**config.mk**
```make
export PLATFORM = sky130hd
export DESIGN_NAME = temp_sensor_command_registers
export DESIGN_NICKNAME = d
export VERILOG_FILES = /design/src/shared/temp_sensor_pkg.sv /design/src/temp_sensor_command_registers.sv /design/src/pin_sync.sv /design/src/fault_filter.sv
export SDC_FILE = /design/constraint.sdc
export NUM_CORES = 1
export LEC_CHECK = 0
export ABC_AREA = 1
export BUFFER_PORTS_ARGS = -buffer_cell sky130_fd_sc_hd__buf_2
export CORE_MARGIN = 3
export CORE_UTILIZATION = 55
export DETAILED_ROUTE_END_ITERATION = 8
export PLACE_DENSITY = 0.8
export SYNTH_ARGS = -nofsm -noshare
export SYNTH_HDL_FRONTEND = slang
export SYNTH_HIERARCHICAL = 1
export SYNTH_SLANG_ARGS = --single-unit
```
**constraint.sdc**
```tcl
create_clock -name ref_clk -period 3.2 [get_ports ref_clk]
set_input_delay 0.16 -clock ref_clk [delete_from_list [all_inputs] [get_ports ref_clk]]
set_output_delay 0.16 -clock ref_clk [all_outputs]
set_load 0.1 [all_outputs]
```
**src/shared/temp_sensor_pkg.sv**
```systemverilog
// Purpose: Shared constants and types of the temperature sensor register block.
// Assumes: One 250 MHz reference clock for all logic.
// Notes:   Temperatures are compared in units of 1/16 degree.
package temp_sensor_pkg;

   // ****************************************
   // Frame and register widths
   // ****************************************
   localparam int REG_W      = 16;
   localparam int CMD_BITS   = 8;
   localparam int FRAME_BITS = 24;
   localparam int CNT_W      = 5;
   localparam int CONV_CNT_W = 27;
   localparam int QUEUE_DEPTH = 4;

   // ****************************************
   // Command codes
   // ****************************************
   localparam logic [7:0] CMD_RD_TEMP = 8'hC1;
   localparam logic [7:0] CMD_RD_CFG  = 8'hC3;
   localparam logic [7:0] CMD_RD_HYST = 8'hC5;
   localparam logic [7:0] CMD_RD_CRIT = 8'hC7;
   localparam logic [7:0] CMD_RD_LOW  = 8'hC9;
   localparam logic [7:0] CMD_RD_HIGH = 8'hCB;
   localparam logic [7:0] CMD_WR_CFG  = 8'h83;
   localparam logic [7:0] CMD_WR_HYST = 8'h85;
   localparam logic [7:0] CMD_WR_CRIT = 8'h87;
   localparam logic [7:0] CMD_WR_LOW  = 8'h89;
   localparam logic [7:0] CMD_WR_HIGH = 8'h8B;

   // ****************************************
   // Field positions
   // ****************************************
   localparam int CFG_SHUTDOWN_BIT  = 8;
   localparam int CFG_INTR_BIT      = 9;
   localparam int CFG_CRIT_POL_BIT  = 10;
   localparam int CFG_ALERT_POL_BIT = 11;
   localparam int CFG_QUEUE_BIT     = 12;
   localparam logic [15:0] CFG_MASK = 16'h1F00;
   localparam int TEMP_LSB = 3;
   localparam int LIMIT_LSB = 7;

   // ****************************************
   // Reset values
   // ****************************************
   localparam logic [15:0] TEMP_RESET = 16'h0000;
   localparam logic [15:0] CFG_RESET  = 16'h0000;
   localparam logic [15:0] HYST_RESET = 16'h0000;
   localparam logic [15:0] CRIT_RESET = 16'h0000;
   localparam logic [15:0] LOW_RESET  = 16'h0500;
   localparam logic [15:0] HIGH_RESET = 16'h2000;

   // ****************************************
   // Timing
   // ****************************************
   localparam int CONV_PERIOD_MS = 500;
   localparam int CLK_MHZ        = 250;
   localparam int CONV_CYCLES    = CONV_PERIOD_MS * 1000 * CLK_MHZ;

   typedef logic signed [14:0] deg_t;
   typedef enum logic [3:0] {
      L_IDLE = 4'h1,
      L_CMD  = 4'h2,
      L_DATA = 4'h4,
      L_OVER = 4'h8
   } link_state_t;

endpackage

```
**src/temp_sensor_command_registers.sv**
```systemverilog
// Purpose: Serial command decoder, register set and conversion timing of the sensor.
// Assumes: adc_code comes from logic on ref_clk; link pins are asynchronous.
// Notes:   Alarm pins are open drain; oe high pulls the line low.
module temp_sensor_command_registers
   import temp_sensor_pkg::*;
#(
   parameter int unsigned CONV_CYCLES_P = temp_sensor_pkg::CONV_CYCLES
) (
   // Clock, reset and enable
   input  wire logic        ref_clk,
   input  wire logic        srst,
   input  wire logic        clk_en,
   // Serial link from the host
   input  wire logic        cs_n,
   input  wire logic        sclk,
   input  wire logic        sio_in,
   output logic             sio_out,
   output logic             sio_oe,
   // Converter result
   input  wire logic [12:0] adc_code,
   // Open drain alarm line
   input  wire logic        alarm_line_in,
   output logic             alarm_line_out,
   output logic             alarm_line_oe,
   // Open drain critical line
   input  wire logic        critical_temp_in,
   output logic             critical_temp_out,
   output logic             critical_temp_oe
);
   import temp_sensor_pkg::*;

   // ****************************************
   // Declarations
   // ****************************************
   localparam logic [CONV_CNT_W-1:0] CONV_LAST = CONV_CNT_W'(CONV_CYCLES_P - 1);

   logic                  cs_n_s, sclk_s, sio_s;
   logic                  cs_n_d, sclk_d;
   logic                  sclk_rise, sclk_fall, cs_fall, cs_rise;
   link_state_t           state;
   logic [CNT_W-1:0]      bit_count;
   logic [7:0]            cmd_shift, cmd_reg, next_cmd;
   logic [REG_W-1:0]      wdata, dout, rd_value;
   logic                  cmd_done, frame_ok, commit_wr, temp_read_done;
   logic [REG_W-1:0]      temp_reg, cfg_reg, hyst_reg, crit_reg, low_reg, high_reg;
   logic [CONV_CNT_W-1:0] conv_cnt;
   logic                  shutdown, conv_restart, conv_done;
   deg_t                  t_now, d_hyst, d_crit, d_low, d_high;
   logic                  crit_flag, high_flag, low_flag;
   logic                  alert_fault, crit_fault;

   // ****************************************
   // Command decoding
   // ****************************************
   // Read codes all carry the start and read bits.
   function automatic logic is_read_cmd(input logic [7:0] c);
      return (c == CMD_RD_TEMP) || (c == CMD_RD_CFG) || (c == CMD_RD_HYST) ||
             (c == CMD_RD_CRIT) || (c == CMD_RD_LOW) || (c == CMD_RD_HIGH);
   endfunction

   // There is deliberately no write code for the temperature word.
   function automatic logic is_write_cmd(input logic [7:0] c);
      return (c == CMD_WR_CFG) || (c == CMD_WR_HYST) || (c == CMD_WR_CRIT) ||
             (c == CMD_WR_LOW) || (c == CMD_WR_HIGH);
   endfunction

   // Limit word as a 1/16 degree value; the low seven bits are dropped.
   function automatic deg_t deg_of(input logic [REG_W-1:0] lim);
      return {{2{lim[REG_W-1]}}, lim[REG_W-1:LIMIT_LSB], 4'h0};
   endfunction

   // ****************************************
   // Pin sampling
   // ****************************************
   pin_sync #(
      .WIDTH     (3),
      .RESET_VAL (3'h4)
   ) u_pin_sync (
      .ref_clk  (ref_clk),
      .srst     (srst),
      .clk_en   (clk_en),
      .async_in ({cs_n, sclk, sio_in}),
      .sync_out ({cs_n_s, sclk_s, sio_s})
   );

   // Delayed copies give the edges of the sampled serial clock and select.
   always_ff @(posedge ref_clk) begin
      if (srst) begin
         cs_n_d <= 1'b1;
         sclk_d <= 1'b0;
      end else if (clk_en) begin
         cs_n_d <= cs_n_s;
         sclk_d <= sclk_s;
      end
   end

   assign sclk_rise = clk_en && !cs_n_s && sclk_s && !sclk_d;
   assign sclk_fall = clk_en && !cs_n_s && !sclk_s && sclk_d;
   assign cs_fall   = clk_en && cs_n_d && !cs_n_s;
   assign cs_rise   = clk_en && !cs_n_d && cs_n_s;

   // ****************************************
   // Link state machine
   // ****************************************
   assign next_cmd = {cmd_shift[6:0], sio_s};
   assign cmd_done = sclk_rise && (state == L_CMD) && (bit_count == CNT_W'(CMD_BITS - 1));

   // Bits arrive MSB first on rising edges; a 25th edge spoils the frame.
   always_ff @(posedge ref_clk) begin
      if (srst) begin
         state     <= L_IDLE;
         bit_count <= '0;
         cmd_shift <= 8'h00;
         wdata     <= 16'h0000;
      end else if (clk_en) begin
         if (cs_n_s) begin
            state     <= L_IDLE;
            bit_count <= '0;
         end else if (sclk_rise) begin
            case (state)
               L_IDLE, L_CMD: begin
                  cmd_shift <= next_cmd;
                  bit_count <= bit_count + CNT_W'(1);
                  state     <= (bit_count == CNT_W'(CMD_BITS - 1)) ? L_DATA : L_CMD;
               end
               L_DATA: begin
                  if (bit_count == CNT_W'(FRAME_BITS)) begin
                     state <= L_OVER;
                  end else begin
                     wdata     <= {wdata[14:0], sio_s};
                     bit_count <= bit_count + CNT_W'(1);
                  end
               end
               L_OVER: state <= L_OVER;
               default: state <= L_IDLE;
            endcase
         end
      end
   end

   // A frame counts only when select rises right after the 24th clock.
   assign frame_ok       = cs_rise && (state == L_DATA) && (bit_count == CNT_W'(FRAME_BITS));
   assign commit_wr      = frame_ok && is_write_cmd(cmd_reg);
   assign temp_read_done = frame_ok && (cmd_reg == CMD_RD_TEMP);

   // ****************************************
   // Read path
   // ****************************************
   // Register chosen by the command just completed.
   always_comb begin
      rd_value = 16'h0000;
      if (next_cmd == CMD_RD_TEMP) begin
         rd_value = temp_reg;
      end else if (next_cmd == CMD_RD_CFG) begin
         rd_value = cfg_reg;
      end else if (next_cmd == CMD_RD_HYST) begin
         rd_value = hyst_reg;
      end else if (next_cmd == CMD_RD_CRIT) begin
         rd_value = crit_reg;
      end else if (next_cmd == CMD_RD_LOW) begin
         rd_value = low_reg;
      end else if (next_cmd == CMD_RD_HIGH) begin
         rd_value = high_reg;
      end
   end

   // The word is captured at the 8th rising edge so a later conversion
   // cannot tear it; the line is driven from the 8th falling edge on.
   always_ff @(posedge ref_clk) begin
      if (srst) begin
         cmd_reg <= 8'h00;
         dout    <= 16'h0000;
         sio_out <= 1'b0;
         sio_oe  <= 1'b0;
      end else if (clk_en) begin
         if (cs_n_s) begin
            cmd_reg <= 8'h00;
            sio_oe  <= 1'b0;
         end else if (cmd_done) begin
            cmd_reg <= next_cmd;
            dout    <= rd_value;
         end else if (sclk_fall && (state == L_DATA) && is_read_cmd(cmd_reg) &&
                      (bit_count < CNT_W'(FRAME_BITS))) begin
            sio_oe  <= 1'b1;
            sio_out <= dout[15];
            dout    <= {dout[14:0], 1'b0};
         end
      end
   end

   // ****************************************
   // Register writes
   // ****************************************
   // Configuration keeps only its five live bits.
   always_ff @(posedge ref_clk) begin
      if (srst) begin
         cfg_reg <= CFG_RESET;
      end else if (commit_wr && (cmd_reg == CMD_WR_CFG)) begin
         cfg_reg <= wdata & CFG_MASK;
      end
   end

   // The four limits are stored whole; comparisons drop the low bits.
   always_ff @(posedge ref_clk) begin
      if (srst) begin
         hyst_reg <= HYST_RESET;
         crit_reg <= CRIT_RESET;
         low_reg  <= LOW_RESET;
         high_reg <= HIGH_RESET;
      end else if (commit_wr) begin
         if (cmd_reg == CMD_WR_HYST) begin
            hyst_reg <= wdata;
         end else if (cmd_reg == CMD_WR_CRIT) begin
            crit_reg <= wdata;
         end else if (cmd_reg == CMD_WR_LOW) begin
            low_reg <= wdata;
         end else if (cmd_reg == CMD_WR_HIGH) begin
            high_reg <= wdata;
         end
      end
   end

   // ****************************************
   // Conversion engine
   // ****************************************
   assign shutdown     = cfg_reg[CFG_SHUTDOWN_BIT];
   assign conv_restart = cs_fall || (cmd_done && (next_cmd == CMD_RD_TEMP));
   assign conv_done    = clk_en && !shutdown && !conv_restart && (conv_cnt == CONV_LAST);

   // Free-running timebase; shutdown freezes it and a falling select edge restarts it.
   always_ff @(posedge ref_clk) begin
      if (srst) begin
         conv_cnt <= '0;
      end else if (clk_en) begin
         if (conv_restart) begin
            conv_cnt <= '0;
         end else if (!shutdown) begin
            conv_cnt <= (conv_cnt == CONV_LAST) ? '0 : conv_cnt + CONV_CNT_W'(1);
         end
      end
   end

   // Comparisons in 1/16 degree; hysteresis differences cannot overflow.
   assign t_now     = {{2{adc_code[12]}}, adc_code};
   assign d_hyst    = deg_of(hyst_reg);
   assign d_crit    = deg_of(crit_reg);
   assign d_low     = deg_of(low_reg);
   assign d_high    = deg_of(high_reg);
   assign crit_flag = t_now > d_crit;
   assign high_flag = t_now > d_high;
   assign low_flag  = t_now < d_low;

   // Only a finished conversion updates the word; reads see the last one.
   always_ff @(posedge ref_clk) begin
      if (srst) begin
         temp_reg <= TEMP_RESET;
      end else if (conv_done) begin
         temp_reg <= {adc_code, crit_flag, high_flag, low_flag};
      end
   end

   // ****************************************
   // Alarm outputs
   // ****************************************
   fault_filter u_alert_filter (
      .ref_clk       (ref_clk),
      .srst          (srst),
      .clk_en        (clk_en),
      .sample_strobe (conv_done),
      .enter_cond    (high_flag || low_flag),
      .leave_cond    ((t_now < d_high - d_hyst) && (t_now > d_low + d_hyst)),
      .queue_en      (cfg_reg[CFG_QUEUE_BIT]),
      .latch_mode    (cfg_reg[CFG_INTR_BIT]),
      .read_clear    (temp_read_done),
      .fault_out     (alert_fault)
   );

   fault_filter u_crit_filter (
      .ref_clk       (ref_clk),
      .srst          (srst),
      .clk_en        (clk_en),
      .sample_strobe (conv_done),
      .enter_cond    (crit_flag),
      .leave_cond    (t_now < d_crit - d_hyst),
      .queue_en      (cfg_reg[CFG_QUEUE_BIT]),
      .latch_mode    (1'b0),
      .read_clear    (1'b0),
      .fault_out     (crit_fault)
   );

   // Open drain: the line is pulled low when the polarity says so.
   always_ff @(posedge ref_clk) begin
      if (srst) begin
         alarm_line_oe    <= 1'b0;
         critical_temp_oe <= 1'b0;
      end else if (clk_en) begin
         alarm_line_oe    <= alert_fault ^ cfg_reg[CFG_ALERT_POL_BIT];
         critical_temp_oe <= crit_fault ^ cfg_reg[CFG_CRIT_POL_BIT];
      end
   end

   // The drivers never push high; the wire readbacks are not needed.
   assign alarm_line_out    = 1'b0;
   assign critical_temp_out = 1'b0;
endmodule

```
**src/pin_sync.sv**
```systemverilog
// Purpose: Two-stage synchroniser for pins from outside the clock domain.
// Assumes: Inputs change slowly against ref_clk.
// Notes:   The first stage feeds only the second stage.
module pin_sync #(
   parameter int               WIDTH     = 1,
   parameter logic [WIDTH-1:0] RESET_VAL = '0
) (
   // Clock and control
   input  wire logic             ref_clk,
   input  wire logic             srst,
   input  wire logic             clk_en,
   // Pins in and synchronised copies out
   input  wire logic [WIDTH-1:0] async_in,
   output logic      [WIDTH-1:0] sync_out
);
   logic [WIDTH-1:0] stage1;

   // One pair of flops per pin; reset value keeps idle lines idle.
   for (genvar i = 0; i < WIDTH; i++) begin : g_bit
      always_ff @(posedge ref_clk) begin
         if (srst) begin
            stage1[i]   <= RESET_VAL[i];
            sync_out[i] <= RESET_VAL[i];
         end else if (clk_en) begin
            stage1[i]   <= async_in[i];
            sync_out[i] <= stage1[i];
         end
      end
   end
endmodule

```
**src/fault_filter.sv**
```systemverilog
// Purpose: Hysteresis trip state with optional fault queue and latch.
// Assumes: sample_strobe is one cycle per finished conversion.
// Notes:   In latch mode every trip change sets the latch until read.
module fault_filter (
   // Clock and control
   input  wire logic ref_clk,
   input  wire logic srst,
   input  wire logic clk_en,
   // Conversion results
   input  wire logic sample_strobe,
   input  wire logic enter_cond,
   input  wire logic leave_cond,
   // Mode
   input  wire logic queue_en,
   input  wire logic latch_mode,
   input  wire logic read_clear,
   // Result
   output logic      fault_out
);
   import temp_sensor_pkg::*;
   logic       tripped;
   logic       latched;
   logic [2:0] run;
   logic       want;
   logic       flip;
   logic [2:0] need;

   assign want = tripped ? leave_cond : enter_cond;
   assign need = queue_en ? 3'(QUEUE_DEPTH) : 3'h1;
   assign flip = sample_strobe && want && (run + 3'h1 >= need);

   // Count consecutive conversions agreeing with a change of state.
   always_ff @(posedge ref_clk) begin
      if (srst) begin
         run     <= 3'h0;
         tripped <= 1'b0;
      end else if (clk_en && sample_strobe) begin
         if (!want) begin
            run <= 3'h0;
         end else if (flip) begin
            run     <= 3'h0;
            tripped <= !tripped;
         end else begin
            run <= run + 3'h1;
         end
      end
   end

   // A new trip change wins over a clearing read in the same cycle.
   always_ff @(posedge ref_clk) begin
      if (srst) begin
         latched <= 1'b0;
      end else if (clk_en) begin
         if (flip) begin
            latched <= 1'b1;
         end else if (read_clear) begin
            latched <= 1'b0;
         end
      end
   end

   assign fault_out = latch_mode ? latched : tripped;
endmodule

```
==> summary.md, run 1 <==
The flow ran to the end, but the final reports show violations. Yosys instantiated no cell more often than nand2_1. The number of enable flip-flop cells after synthesis was 0.

In the final layout, the share of cells above drive strength 1 is 13.3%. The H-tree depth was 4; the net switching power was 1.23 mW. The actual transition at the worst max-transition pin works out to 0.980 ns. The clock-pin transition on the worst setup and hold timing paths works out to 0.07 ns.

Capturing instance or port of the critical path: u_alert_filter/run[2]. Tracing the worst setup path back leads to its startpoint at hyst_reg[13]. The portion of total power attributed to the clock network is 42.1%. The tools report the startpoint type of the worst setup path as a flop. For the total global routing track utilization, the log shows 28.4%. In the post-synthesis netlist, the biggest area contributors are dfxtp_1 (32%), nand2_1 (12%), ha_1 (9.6%), a21oi_1 (8.2%), nor2_1 (6.5%). The critical path in this run is classified as reg2reg.

For the wire length of the first global-routing pass, the log shows 54100 um. At the later pin of the worst-skew pair, clock insertion delay measures 0.44 ns. In the finished design, the share of the clock period the worst path needs comes to 102%. The die is 152 um tall. In the final design database the tool counted 1880 nets. For the number of nets with antenna violations after detailed routing, the log shows 0. The worst register-to-register path ends at u_alert_filter/run[2]. The run gives 0.327 mV as the worst voltage drop across the vdd grid. The count of state elements after synthesis works out to 190.

Of all cell types, the one taking the most synthesized area is dfxtp_1. Sequential elements use 32.5% of the synthesized area. The final reports fail on setup timing. The number of antenna diodes in the final layout is 0. The length of the first detailed-routing pass in iterations is 6. Global routing finished with a remaining overflow of 0. The initial core utilization is 57.0%. Max-cap violations in this run came to 0. The type of destination of the critical path was a flop. At the worst endpoint, the required time is 3.57 ns.

Cell area power density: 357 nW/um2. The horizontal extent of the die is 152 um, and the design internal power is 3.51 mW. For the number of distinct standard cells referenced by the synthesized netlist, the log shows 49. The tools report the origin of the critical flop-to-flop path as hyst_reg[13]. Setup repair after global routing could not meet its margin everywhere. The tools report the final total negative setup slack as -0.139 ns. Registers are responsible for 50.4% of the overall power.

The tightest hold path in the finished design has a slack of 0.00819 ns. The worst register-to-register path has a depth of 22. Per report_power, the combinational group accounts for 7.5% of the total. Ranked by flip-flop count, first place goes to conv_cnt.

The number of antenna violations at the first check in global routing came out at 0. TritonCTS built the clock tree. The final count of pins violating max slew was 0; the number of sinks handled by clock tree synthesis was 190.

The hold violation total from the final report was 0; the worst path setup slack after routing was -0.0735 ns. At the end of routability-driven placement, the weighted congestion stood at 0.987. The count of mapped cells out of synthesis is 1714. The average instance in the mapped netlist occupies 6.83 um2. For flop-to-flop paths, the worst setup slack is -0.07 ns. The tree is rooted in a clkbuf_16. Static timing analysis puts the maximum clock frequency at 305 MHz. Wires add up to 34900 um.

The maximum clock insertion buffer count was 2. The run gives 10700 as the via count of the first global-routing pass. The synthesized design devotes to its leading area cell type 32.5% of total area. The register with the most flip-flops in the layout has 27 of them.

Relative to the synthesized area, the layout overhead comes to 13.7%. The per-cell via count in the routed design was 5.76; the area of the core was 20600 um2. Of the total power, the share spent switching nets is 26.0%. The area of the mapped netlist was 11700 um2; the maximum number of pins on one net before global-route repair was 85. Setup violations remaining at the end of the flow were counted as 3. Buffers inserted during clock tree synthesis total 17. For this block, the via count after detailed routing is 11800. Average wire per standard cell: 17.0 um. The logs give 23100 um2 for the die outline area and 34.7% for the max-slew headroom at the worst pin.

Once detailed placement completed, the half-perimeter wirelength came to 24100 um. The path class of the tightest hold or removal check is in2reg. Of all nets on the critical path, the largest fanout is 5.

The I/O pin total was 27; the port buffer count was 22. Yosys printed 6 warnings. Of all flip-flops after synthesis, the portion carrying an async set or reset was 0%. The logs give 0 for the post-route DRC violation count and 5.53 nW for the leakage dissipation. The worst hold path begins at sclk. On the final layout, the worst clock skew is 0.0101 ns.

After the first detailed-routing iteration, the DRC count stood at 1139. The smallest clock period supported by the final layout is computed as 3.27 ns. The most used flip-flop cell after synthesis is dfxtp_1. The floorplan has 52 rows.

After synthesis, the most frequently instantiated cells are nand2_1 (389), nor2_1 (203), a21oi_1 (192). The run gives 3.64 ns as the data arrival at the endpoint of the critical path.
## what timing repair did
item / CTS / global route
hold buffers: 4 / 0
resized for setup: 28 / 63
setup buffers: 1 / 9
pin swaps: 21 / 47
endpoints found under the setup margin: 10 / 10
gates cloned: 0 / 0
hold endpoints to repair: 4 / 0
## worst min path at each step
| stage | slack, ns | to | depth (start not counted) |
|---|---|---|---|
| floorplan | 0.23 | u_alert_filter/tripped | 1 |
| global placement | 0.37 | u_pin_sync/stage1[2] | 3 |
| detailed placement | 0.38 | u_pin_sync/stage1[2] | 3 |
| CTS | 0.002 | temp_reg[4] | 3 |
| global route | 0.02 | u_pin_sync/stage1[0] | 5 |
| finish | 0.008 | u_pin_sync/stage1[1] | 5 |
## per-layer routing
layer	share of wire, %	GRT usage [%]	wire [um]	up-vias
met5	0	0	0	-
met4	3.9	10.1	1370	0
met2	45	46.1	15900	509
met3	9.0	5.72	3130	113
li1	-	-	-	5763
met1	42	37.8	14500	5412
## logic make-up after synthesis
group	Yosys count	synth area share, %
simple gates	794	29.8
compound gates	351	16.2
buf+inv	247	8.53
flops	190	32.5
fa+ha+maj	93	10.1
xor+xnor	38	2.84
other cells	1	0.0320
## cells in the final DEF (no fill, tap or decap), drive strengths merged, types with 2 or more instances in the layout
cell	n
nand2	400
nor2	223
inv	196
a21oi	192
dfxtp	190
o21ai	107
ha	90
nand3	76
buf	76
nor3	42
nand4	38
xor2	30
clkbuf	22
a211oi	19
o211ai	10
xnor2	8
nand3b	7
clkinv	6
o21a	5
conb	5
clkinvlp	4
dlygate4sd3	4
or2	3
nor4	3
o31ai	3
fa	3
a22oi	3
o311ai	3
a21o	2
and3	2
o21bai	2
## power groups by stage
stage | clock [mW] | combinational, mW | sequential, mW
finish | 2.00 | 0.355 | 2.40
global route | 2.10 | 0.394 | 2.40
CTS | 2.00 | 0.338 | 2.40
detailed placement | 0 | 0.330 | 2.45
global placement | 0 | 0.321 | 2.45
floorplan | 0 | 0.223 | 2.46
## worst max-delay path, cell delays in order, from the launching register on
cell	delay, ns
dfxtp_2	0.39
inv_2	0.11
ha_4	0.30
nand2_1	0.10
inv_1	0.08
nand4_1	0.13
o211ai_1	0.18
buf_4	0.18
xor2_1	0.16
ha_1	0.27
nand4_1	0.14
nor3_2	0.05
o21ai_1	0.07
nand4_1	0.09
nand2_1	0.08
nand2_2	0.08
nor2_4	0.14
inv_2	0.06
nand2_2	0.05
nand2_2	0.06
nor2_4	0.14
nand4_1	0.14
a21oi_2	0.17
## per-stage QoR
step	util, %	cell area, um2	setup slack, ns	total power [mW]	instances
final	64.8	13300	-0.0735	4.75	2049
after global routing	64.8	13300	-0.277	4.89	2049
after CTS	62.9	12900	0.00249	4.73	2040
after detailed placement	59.6	12300	-0.210	2.78	2003
after global placement	59.6	12300	-0.137	2.77	2003
after floorplan	-	11700	0.225	2.68	1718
## final cells by class
cell class	instances	area (um2)
sequential	190	3820
inverter	196	746
clock buffer	22	454
tap	270	338
fill	1765	7240
timing repair buffer	80	579
multi-input combinational	1281	7300
clock inverter	10	85.1
Note: power is estimated with default switching activity, not from simulation.
==> inputs of run 2 (changes only) <==
GPL_TIMING_DRIVEN = 0   (was not set)
==> run 2 against run 1 <==
  * The run still ends with setup timing left
  * Sequential power about the same
  * Die area unchanged
  * Cell area down 0.25%
  * Global-route usage up 1.6 points
  * Sequential share of layout area up 0.082 points
  * Utilization down 0.16 points
  * Critical path type unchanged
  * Largest cell class unchanged
==> summary.md, run 2 (synthesized netlist as in run 1, its figures left out) <==
The run finished, with violations left. The final reports fail on setup timing. Once the floorplan was initialized, standard cells occupied 57.0% of the core. Once detail routing completed, the nets flagged for antenna violations numbered 0. Measured on the finished design, the core utilization comes to 64.6%.

The logs give 2066 for the post-route non-filler standard cell count and 12100 for the via count. The kind of critical path was reg2reg. The placement-stage worst setup slack came out at -0.473 ns. For this run the aggregate overflow at the end of global routing stands at 0. The startpoint identified for the worst register-to-register timing path is hyst_reg[7].

In the final routed layout, each cell accounts on average for 17.5 um. Of all nets on the critical path, the largest fanout is 5. The logs give 36200 um for the wire length reported by the detailed router and 56800 um for the wire length of the first global-routing pass. The instance count after placement with tap cells included is 2010. The worst hold path begins at sio_in. The number of antenna violations at the first check in global routing came out at 0.

The logs give 0 for the final count of pins violating max slew and 30.0% for the total global routing track utilization. Timing would allow up to 297 MHz. Setup violations remaining at the end of the flow were counted as 10. Horizontal extent of the die: 152 um. Leaving out fill and tap cells, the most frequent cells in the layout are nand2_1 (381), nor2_1 (201), a21oi_1 (187).

At the later pin of the worst-skew pair, clock insertion delay measures 0.45 ns. In the routed design, unresolved DRC markers number 0. The worst voltage drop across the vdd grid was 0.317 mV. The worst pin sits at a relative slew slack of 37.7%. Number of flip-flops under the largest register name: 27. The die outline area was 23100 um2. In the finished design, the share of the clock period the worst path needs comes to 105%.

The I/O pin total came out at 27. Leaving out fill and tap cells, the most frequent cell in the layout is nand2_1. Clock tree synthesis inserted a total of 17 buffers. The logs give 6 for the length of the first detailed-routing pass in iterations and 1897 for the number of nets in the layout. The H-tree was split into 4 levels.

Worst min-delay path endpoint: u_pin_sync/stage1[0]. The leakage dissipation is 5.59 nW, and the area of the core is 20600 um2. For the number of fill cells, the log shows 1811. Ranked by flip-flop count, first place goes to conv_cnt. Along the worst hold path, the cell count comes to 5. Across the routed clock network, the largest skew measured is 0.0161 ns. The logs give 11000 for the via count of the first global-routing pass and 0 for the antenna diode count. The actual transition at the worst max-transition pin was 0.930 ns; the ratio of cells with drive above 1 in the final layout was 11.8%. Counting every sink on the clock net gives 190. The post-layout minimum cycle time came out at 3.36 ns. STA classifies the critical path startpoint as a flop. Entering global routing, the biggest net connects 21 pins. Summed over all nets, the half-perimeter wirelength after detailed placement is 26300 um.

TritonCTS built the clock tree. From bottom edge to top edge, the die measures 152 um. The count of routing violations after the opening detailed-route iteration is 1167, and the clock-pin transition on the worst setup and hold timing paths is 0.08 ns.

The per-cell via count in the routed design came out at 5.85. No sink is reached through more buffers than the 2 on the longest clock path. Placer's final routability congestion estimate: 0.959. Area growth from synthesis to final layout: 13.4%. Buffers placed on the I/O ports in this run total 22. Clock tree synthesis selected as its root buffer the cell clkbuf_16. The hold violation total from the final report is 0, and the slack of the worst reg-to-reg path is -0.16 ns. The worst min-delay path category is in2reg. The tool flagged a number of max-cap violations equal to 0. The type of destination of the critical path was a flop. The worst register-to-register path has a depth of 24.

Row count: 52. The data required time of the critical path was 3.58 ns; the cell area power density was 376 nW/um2. For the worst setup path, the data arrival time is 3.74 ns.

The tools report the worst path setup slack after routing as -0.162 ns. Setup repair after global routing could not meet its margin everywhere. The reg-to-reg critical path endpoint is u_alert_filter/run[1].
==> run 2: changes by cell type in the layout (fill, tap and decap cells not counted), moves of 3 or more <==
cell,change
ha_4,-5
buf_4,-28
nand3_1,+6
a21oi_1,+6
a21oi_2,-6
clkbuf_1,+20
inv_1,-3
clkinvlp_4,-3
buf_6,+3
clkinv_8,+4
ha_1,+4
nand3_2,-6
buf_2,+15
==> run 2: per-layer routing <==
layer,vias up,track usage (%),wire [um]
li1,5800,-,-
met1,5506,40.2,15000
met2,647,47.7,16100
met3,130,5.49,3630
met4,0,12.7,1550
met5,-,0,0
==> run 2: power breakdown <==
part / total [mW] / leakage [nW] / internal, mW / switching [mW]
logic: 0.373 / 3.75 / 0.113 / 0.260
registers: 2.39 / 1.54 / 2.38 / 0.0172
clock network: 2.23 / 0.302 / 1.13 / 1.10
total: 5.00 / 5.59 / 3.62 / 1.37
==> run 2: area by class of cell <==
type / instances / area (um2) / area share [%]
clock inverter: 15 / 194 / 1.46
inverter: 196 / 747 / 5.62
multi-input combinational: 1281 / 7190 / 54.1
clock buffer: 17 / 425 / 3.20
sequential: 190 / 3820 / 28.8
tap: 270 / 338 / 2.54
buffer: 51 / 258 / 1.94
timing repair buffer: 46 / 314 / 2.36
==> run 2: worst max-delay path by stage <==
stage / start / slack, ns / end
CTS: hyst_reg[7] / -0.11 / u_crit_filter/tripped
global placement: hyst_reg[7] / -0.40 / u_crit_filter/tripped
floorplan: hyst_reg[7] / 0.23 / u_alert_filter/tripped
global route: hyst_reg[8] / -0.38 / u_crit_filter/tripped
detailed placement: hyst_reg[7] / -0.47 / u_alert_filter/tripped
finish: hyst_reg[7] / -0.16 / u_alert_filter/run[1]
==> run 2: through the flow <==
| step | cell area (um2) | TNS, ns | total power, mW | hold slack [ns] |
|---|---|---|---|---|
| after global placement | 12200 | -3.32 | 2.79 | 0.373 |
| after detailed placement | 12200 | -4.26 | 2.80 | 0.375 |
| after CTS | 13100 | -0.695 | 4.99 | 0.0172 |
| after global routing | 13300 | -3.45 | 5.13 | 0.0328 |
| final | 13300 | -1.32 | 5.00 | 0.0166 |
| after floorplan | 11700 | 0 | 2.68 | 0.227 |
==> run 2: critical path, stage by stage (launching register included) <==
cell,delay (ns)
dfxtp_4,0.41
buf_6,0.12
ha_4,0.13
inv_4,0.04
fa_2,0.41
nand3_2,0.09
nand2_2,0.08
a21oi_2,0.15
nor2_1,0.06
nor2_1,0.12
xor2_1,0.16
ha_1,0.25
nand4_1,0.12
nor3_1,0.06
o21ai_1,0.09
nand4_1,0.11
nand2_1,0.09
nand2_2,0.09
nor2_4,0.11
inv_2,0.07
nand2_2,0.06
nand2_2,0.06
nor2_4,0.14
nand4_1,0.12
a21oi_1,0.16
==> run 2: what timing repair did <==
| action | CTS | global route |
|---|---|---|
| pin swaps | 21 | 36 |
| endpoints found under the setup margin | 10 | 10 |
| hold buffers | 5 | 0 |
| buffers inserted | 10 | 9 |
| hold endpoints to repair | 5 | 0 |
| resized for setup | 40 | 35 |
==> inputs of run 3 (changes only) <==
ABC_AREA = not set   (was 1)
GPL_TIMING_DRIVEN = not set   (was 0)
==> run 3 against run 2 <==
  * The flow still finishes with violations (setup timing)
  * Die area fell by 3.6%
  * Register-to-register slack lost 0.21 ns
  * Clock power is 9.4% higher
  * Highest routed layer unchanged
  * First-iteration DRC count is 29% lower
  * Flip-flop and latch count stayed put
  * Wire length down 16%
  * Global-route usage decreased by 3.4 points
  * Maximum frequency shrank 6.0%
  * Combinational power decreased by 20%
==> summary.md, run 3 <==
The flow ran to the end, but the final reports show violations. The final reports fail on setup timing. Port buffering added 22 buffers. The horizontal extent of the die was 149 um.

The number of flip-flops under the largest register name works out to 27. The worst voltage drop across the vdd grid is 0.379 mV, and the maximum number of pins on one net before global-route repair is 172. The signal on the critical path passes through ha_4 -> inv_2 -> fa_2 -> a21oi_2 -> nor2_2 -> nor2_2 -> o21ai_2 -> buf_4 -> nor2_4 -> xor2_1 -> ha_1 -> a21oi_2 -> a21oi_2 -> o41ai_2 -> mux2_4 -> nor4b_4 -> mux2_4. For this run, the number of Yosys warnings is 6. The count of mapped cells out of synthesis came out at 1364. The cell area that synthesis handed to floorplanning was 11300 um2. Of all flip-flops after synthesis, the portion carrying an async set or reset was 0%.

For this run, the top clock speed supported by timing is 280 MHz. Measured along the y axis, the die boundary spans 149 um. Clock tree synthesis selected as its root buffer the cell clkbuf_16. Global routing used 26.7% of the available tracks across all layers.

By area the synthesized netlist is led by dfxtp_1 (34%), ha_1 (10%), nand2_1 (7.2%), a21oi_1 (5.7%), mux2i_1 (5.3%). In the layout the commonest cells are nand2_1 (215), dfxtp_1 (186), a21oi_1 (123). The die covers 22200 um2. TritonCTS built the clock tree. Counting along the longest clock path gives a buffer depth of 2.

The initial utilization of the core area, before any placement, comes to 57.0%. The number of nets in the layout was 1546; the placement-stage worst setup slack was -0.353 ns. The number of sinks handled by clock tree synthesis was 190; the number of distinct standard cells referenced by the synthesized netlist was 78. The placed standard-cell area was 12000 um2.

The per-cell via count in the routed design came out at 5.96. In the final layout, flip-flops and latches occupy 3810 um2. The count of state elements after synthesis was 190; the length of the first detailed-routing pass in iterations was 5. Area of the core: 19800 um2. The number of buffers and inverters on the critical path is 2.

Yosys mapped a number of flops with a built-in enable equal to 0. By instance count, the cell type seen most on the critical path is a21oi_2. The most frequent standard cell in the layout excluding fill and tap cells was nand2_1.

The primary flip-flop cell chosen by synthesis mapping is dfxtp_1. STA puts the critical path data required time at 3.52 ns. Library cell with the highest instance count after synthesis: nand2_1.

From synthesis to final layout, the design area changed by 15.1%. In the final routed layout, each cell accounts on average for 17.7 um. On the worst path, the slowest cell contributes a delay of 0.40 ns.

The path class of the tightest hold or removal check is in2reg. Final count of pins violating max slew: 0. The slowest stage of the critical path belongs to the cell dfxtp_4.

Max-cap violations in this run came to 0. The post-layout minimum cycle time was 3.58 ns; the leftover overflow at the end of global routing was 0. For the clock latency on the worst-skew pair, the log shows 0.44 ns.

The I/O pin total is 27. In this design, the largest share of critical-path delay is due to adder cells. The cell area power density is 395 nW/um2, and the max-slew headroom at the worst pin is 23.3%.

Setup violations remaining at the end of the flow were counted as 10. The worst path setup slack after routing is -0.375 ns. The clock tree synthesis step divided the H-tree into 4 levels. For the via count of the first global-routing pass, the log shows 9663.

For this run, design rule violations remaining after detail routing come to 0. After clock tree synthesis, the clock-pin slew on the worst setup and hold paths is 0.07 ns. The wire-length estimate of the detail-placed layout is 21300 um. The run gives 30300 um as the wire length reported by the detailed router.

For the largest clock skew in the final design, the log shows 0.0238 ns. The largest area contributor in the synthesized netlist was dfxtp_1. The mean instance size in the synthesized netlist works out to 8.26 um2.

The worst setup path is captured at a flop. The worst setup path is of the reg2reg kind. With fillers left out, the area of the finished cells amounts to 13000 um2. The logs give 51 for the row count and 10200 for the via count.

The tools report the startpoint type of the worst setup path as a flop. The run gives 0 as the antenna diode count. The end-of-flow core utilization is 65.6%, and the share of synthesized area occupied by flip-flops and latches is 33.8%.

Counting the fill cells in the layout gives 1577. Of all nets on the critical path, the largest fanout is 4. The run gives 17 as the TritonCTS buffer count. The analysis attributes to cell leakage a power of 4.85 nW.

For the number of antenna violations at the first check in global routing, the log shows 0. conv_cnt holds more flip-flops than any other register. The detail route stage leaves a number of antenna-violating nets equal to 0. The first global-routing pass estimated 48100 um of wire. The first routing iteration left 825 violations. Dividing the final minimum period by the clock period gives 112%. STA puts the critical path data arrival time at 3.90 ns.

Setup repair after global routing could not meet its margin everywhere. The hold violation total from the final report came out at 0. Ranked by instance count, the synthesized netlist is headed by nand2_1 (215), dfxtp_1 (190), a21oi_1 (129).

At the pin with the least slew margin, the transition time is 1.15 ns. The ratio of cells with drive above 1 in the final layout came out at 15.0%. After synthesis, the largest area contributor takes up 33.8% of total cell area. Total area of multi-input combinational cells: 7060 um2. Routability-driven placement finished with a final weighted congestion of 0.947.
run 3: changes by cell type after synthesis, sizes merged, moves of 16 or more:
| cell | delta |
|---|---|
| inv | -122 |
| nand4 | -24 |
| nand3 | -51 |
| nor2 | -115 |
| nand2b | +16 |
| nor2b | +17 |
| mux2i | +60 |
| nand2 | -185 |
| a21oi | -53 |
| mux2 | +17 |
| nor3 | -19 |
| o21ai | -52 |
| and3 | +18 |
run 3: repair_timing:
action | 4_1_cts | 5_1_grt
hold buffers | 7 | 0
buffers inserted | 3 | 6
hold endpoints to repair | 7 | 0
pin swaps | 19 | 34
gates resized for setup | 26 | 16
endpoints found under the setup margin | 10 | 10
run 3: per-layer routing:
layer  GRT usage (%)  vias to the layer above  part of all wire, %
met1            35.3                     4802                   44
li1                -                     4978                    -
met4            7.87                        0                  2.0
met3            5.56                       63                  6.8
met5               0                        -                    0
met2            44.1                      348                   47
run 3: cell type report:
cell class                 instances  share of cell area [%]
inverter                          71                    2.07
clock buffer                      19                    3.49
tap                              265                    2.56
clock inverter                    12                    1.75
sequential                       190                    29.4
multi-input combinational       1042                    54.4
timing repair buffer             110                    6.34
run 3: cell families after synthesis:
group	count (synthesis)	share of synthesized area (%)
multiplexers	77	7.16
AND/OR/NAND/NOR	517	22.9
flip-flops	190	33.8
adder cells (fa/ha/maj)	93	10.5
other	1	0.0333
buffers and inverters	135	5.26
XOR/XNOR	34	2.64
AO/OA/AOI/OAI	317	17.7
run 3: worst paths after layout:
| path | depth (start not counted) | start | slack, ns | end |
|---|---|---|---|---|
| worst max-delay path | 17 | hyst_reg[7] | -0.38 | u_crit_filter/tripped |
| worst min-delay path | 3 | adc_code[6] | 0.06 | temp_reg[9] |
| worst max register to register | 17 | hyst_reg[7] | -0.38 | u_crit_filter/tripped |
| worst min register to register | 2 | low_reg[6] | 0.45 | low_reg[6] |
run 3: worst min-delay path, stage by stage:
cell     delay (ns)
buf_2          0.16
nand2_1        0.07
a21oi_1        0.06
run 3: power by group:
part / internal (mW) / total (mW) / switching [mW]
Combinational: 0.106 / 0.300 / 0.194
Clock: 1.51 / 2.44 / 0.926
Sequential: 2.37 / 2.38 / 0.0104
Total: 3.99 / 5.12 / 1.13
run 3: stage by stage:
stage	TNS, ns	total power [mW]	hold slack [ns]	std cells
floorplan	-0.0650	2.63	0.232	1367
global placement	-1.14	2.70	0.366	1663
detailed placement	-2.14	2.71	0.391	1663
CTS	-1.09	5.15	0.0318	1704
global route	-3.83	5.27	0.0534	1709
finish	-2.01	5.12	0.0633	1709
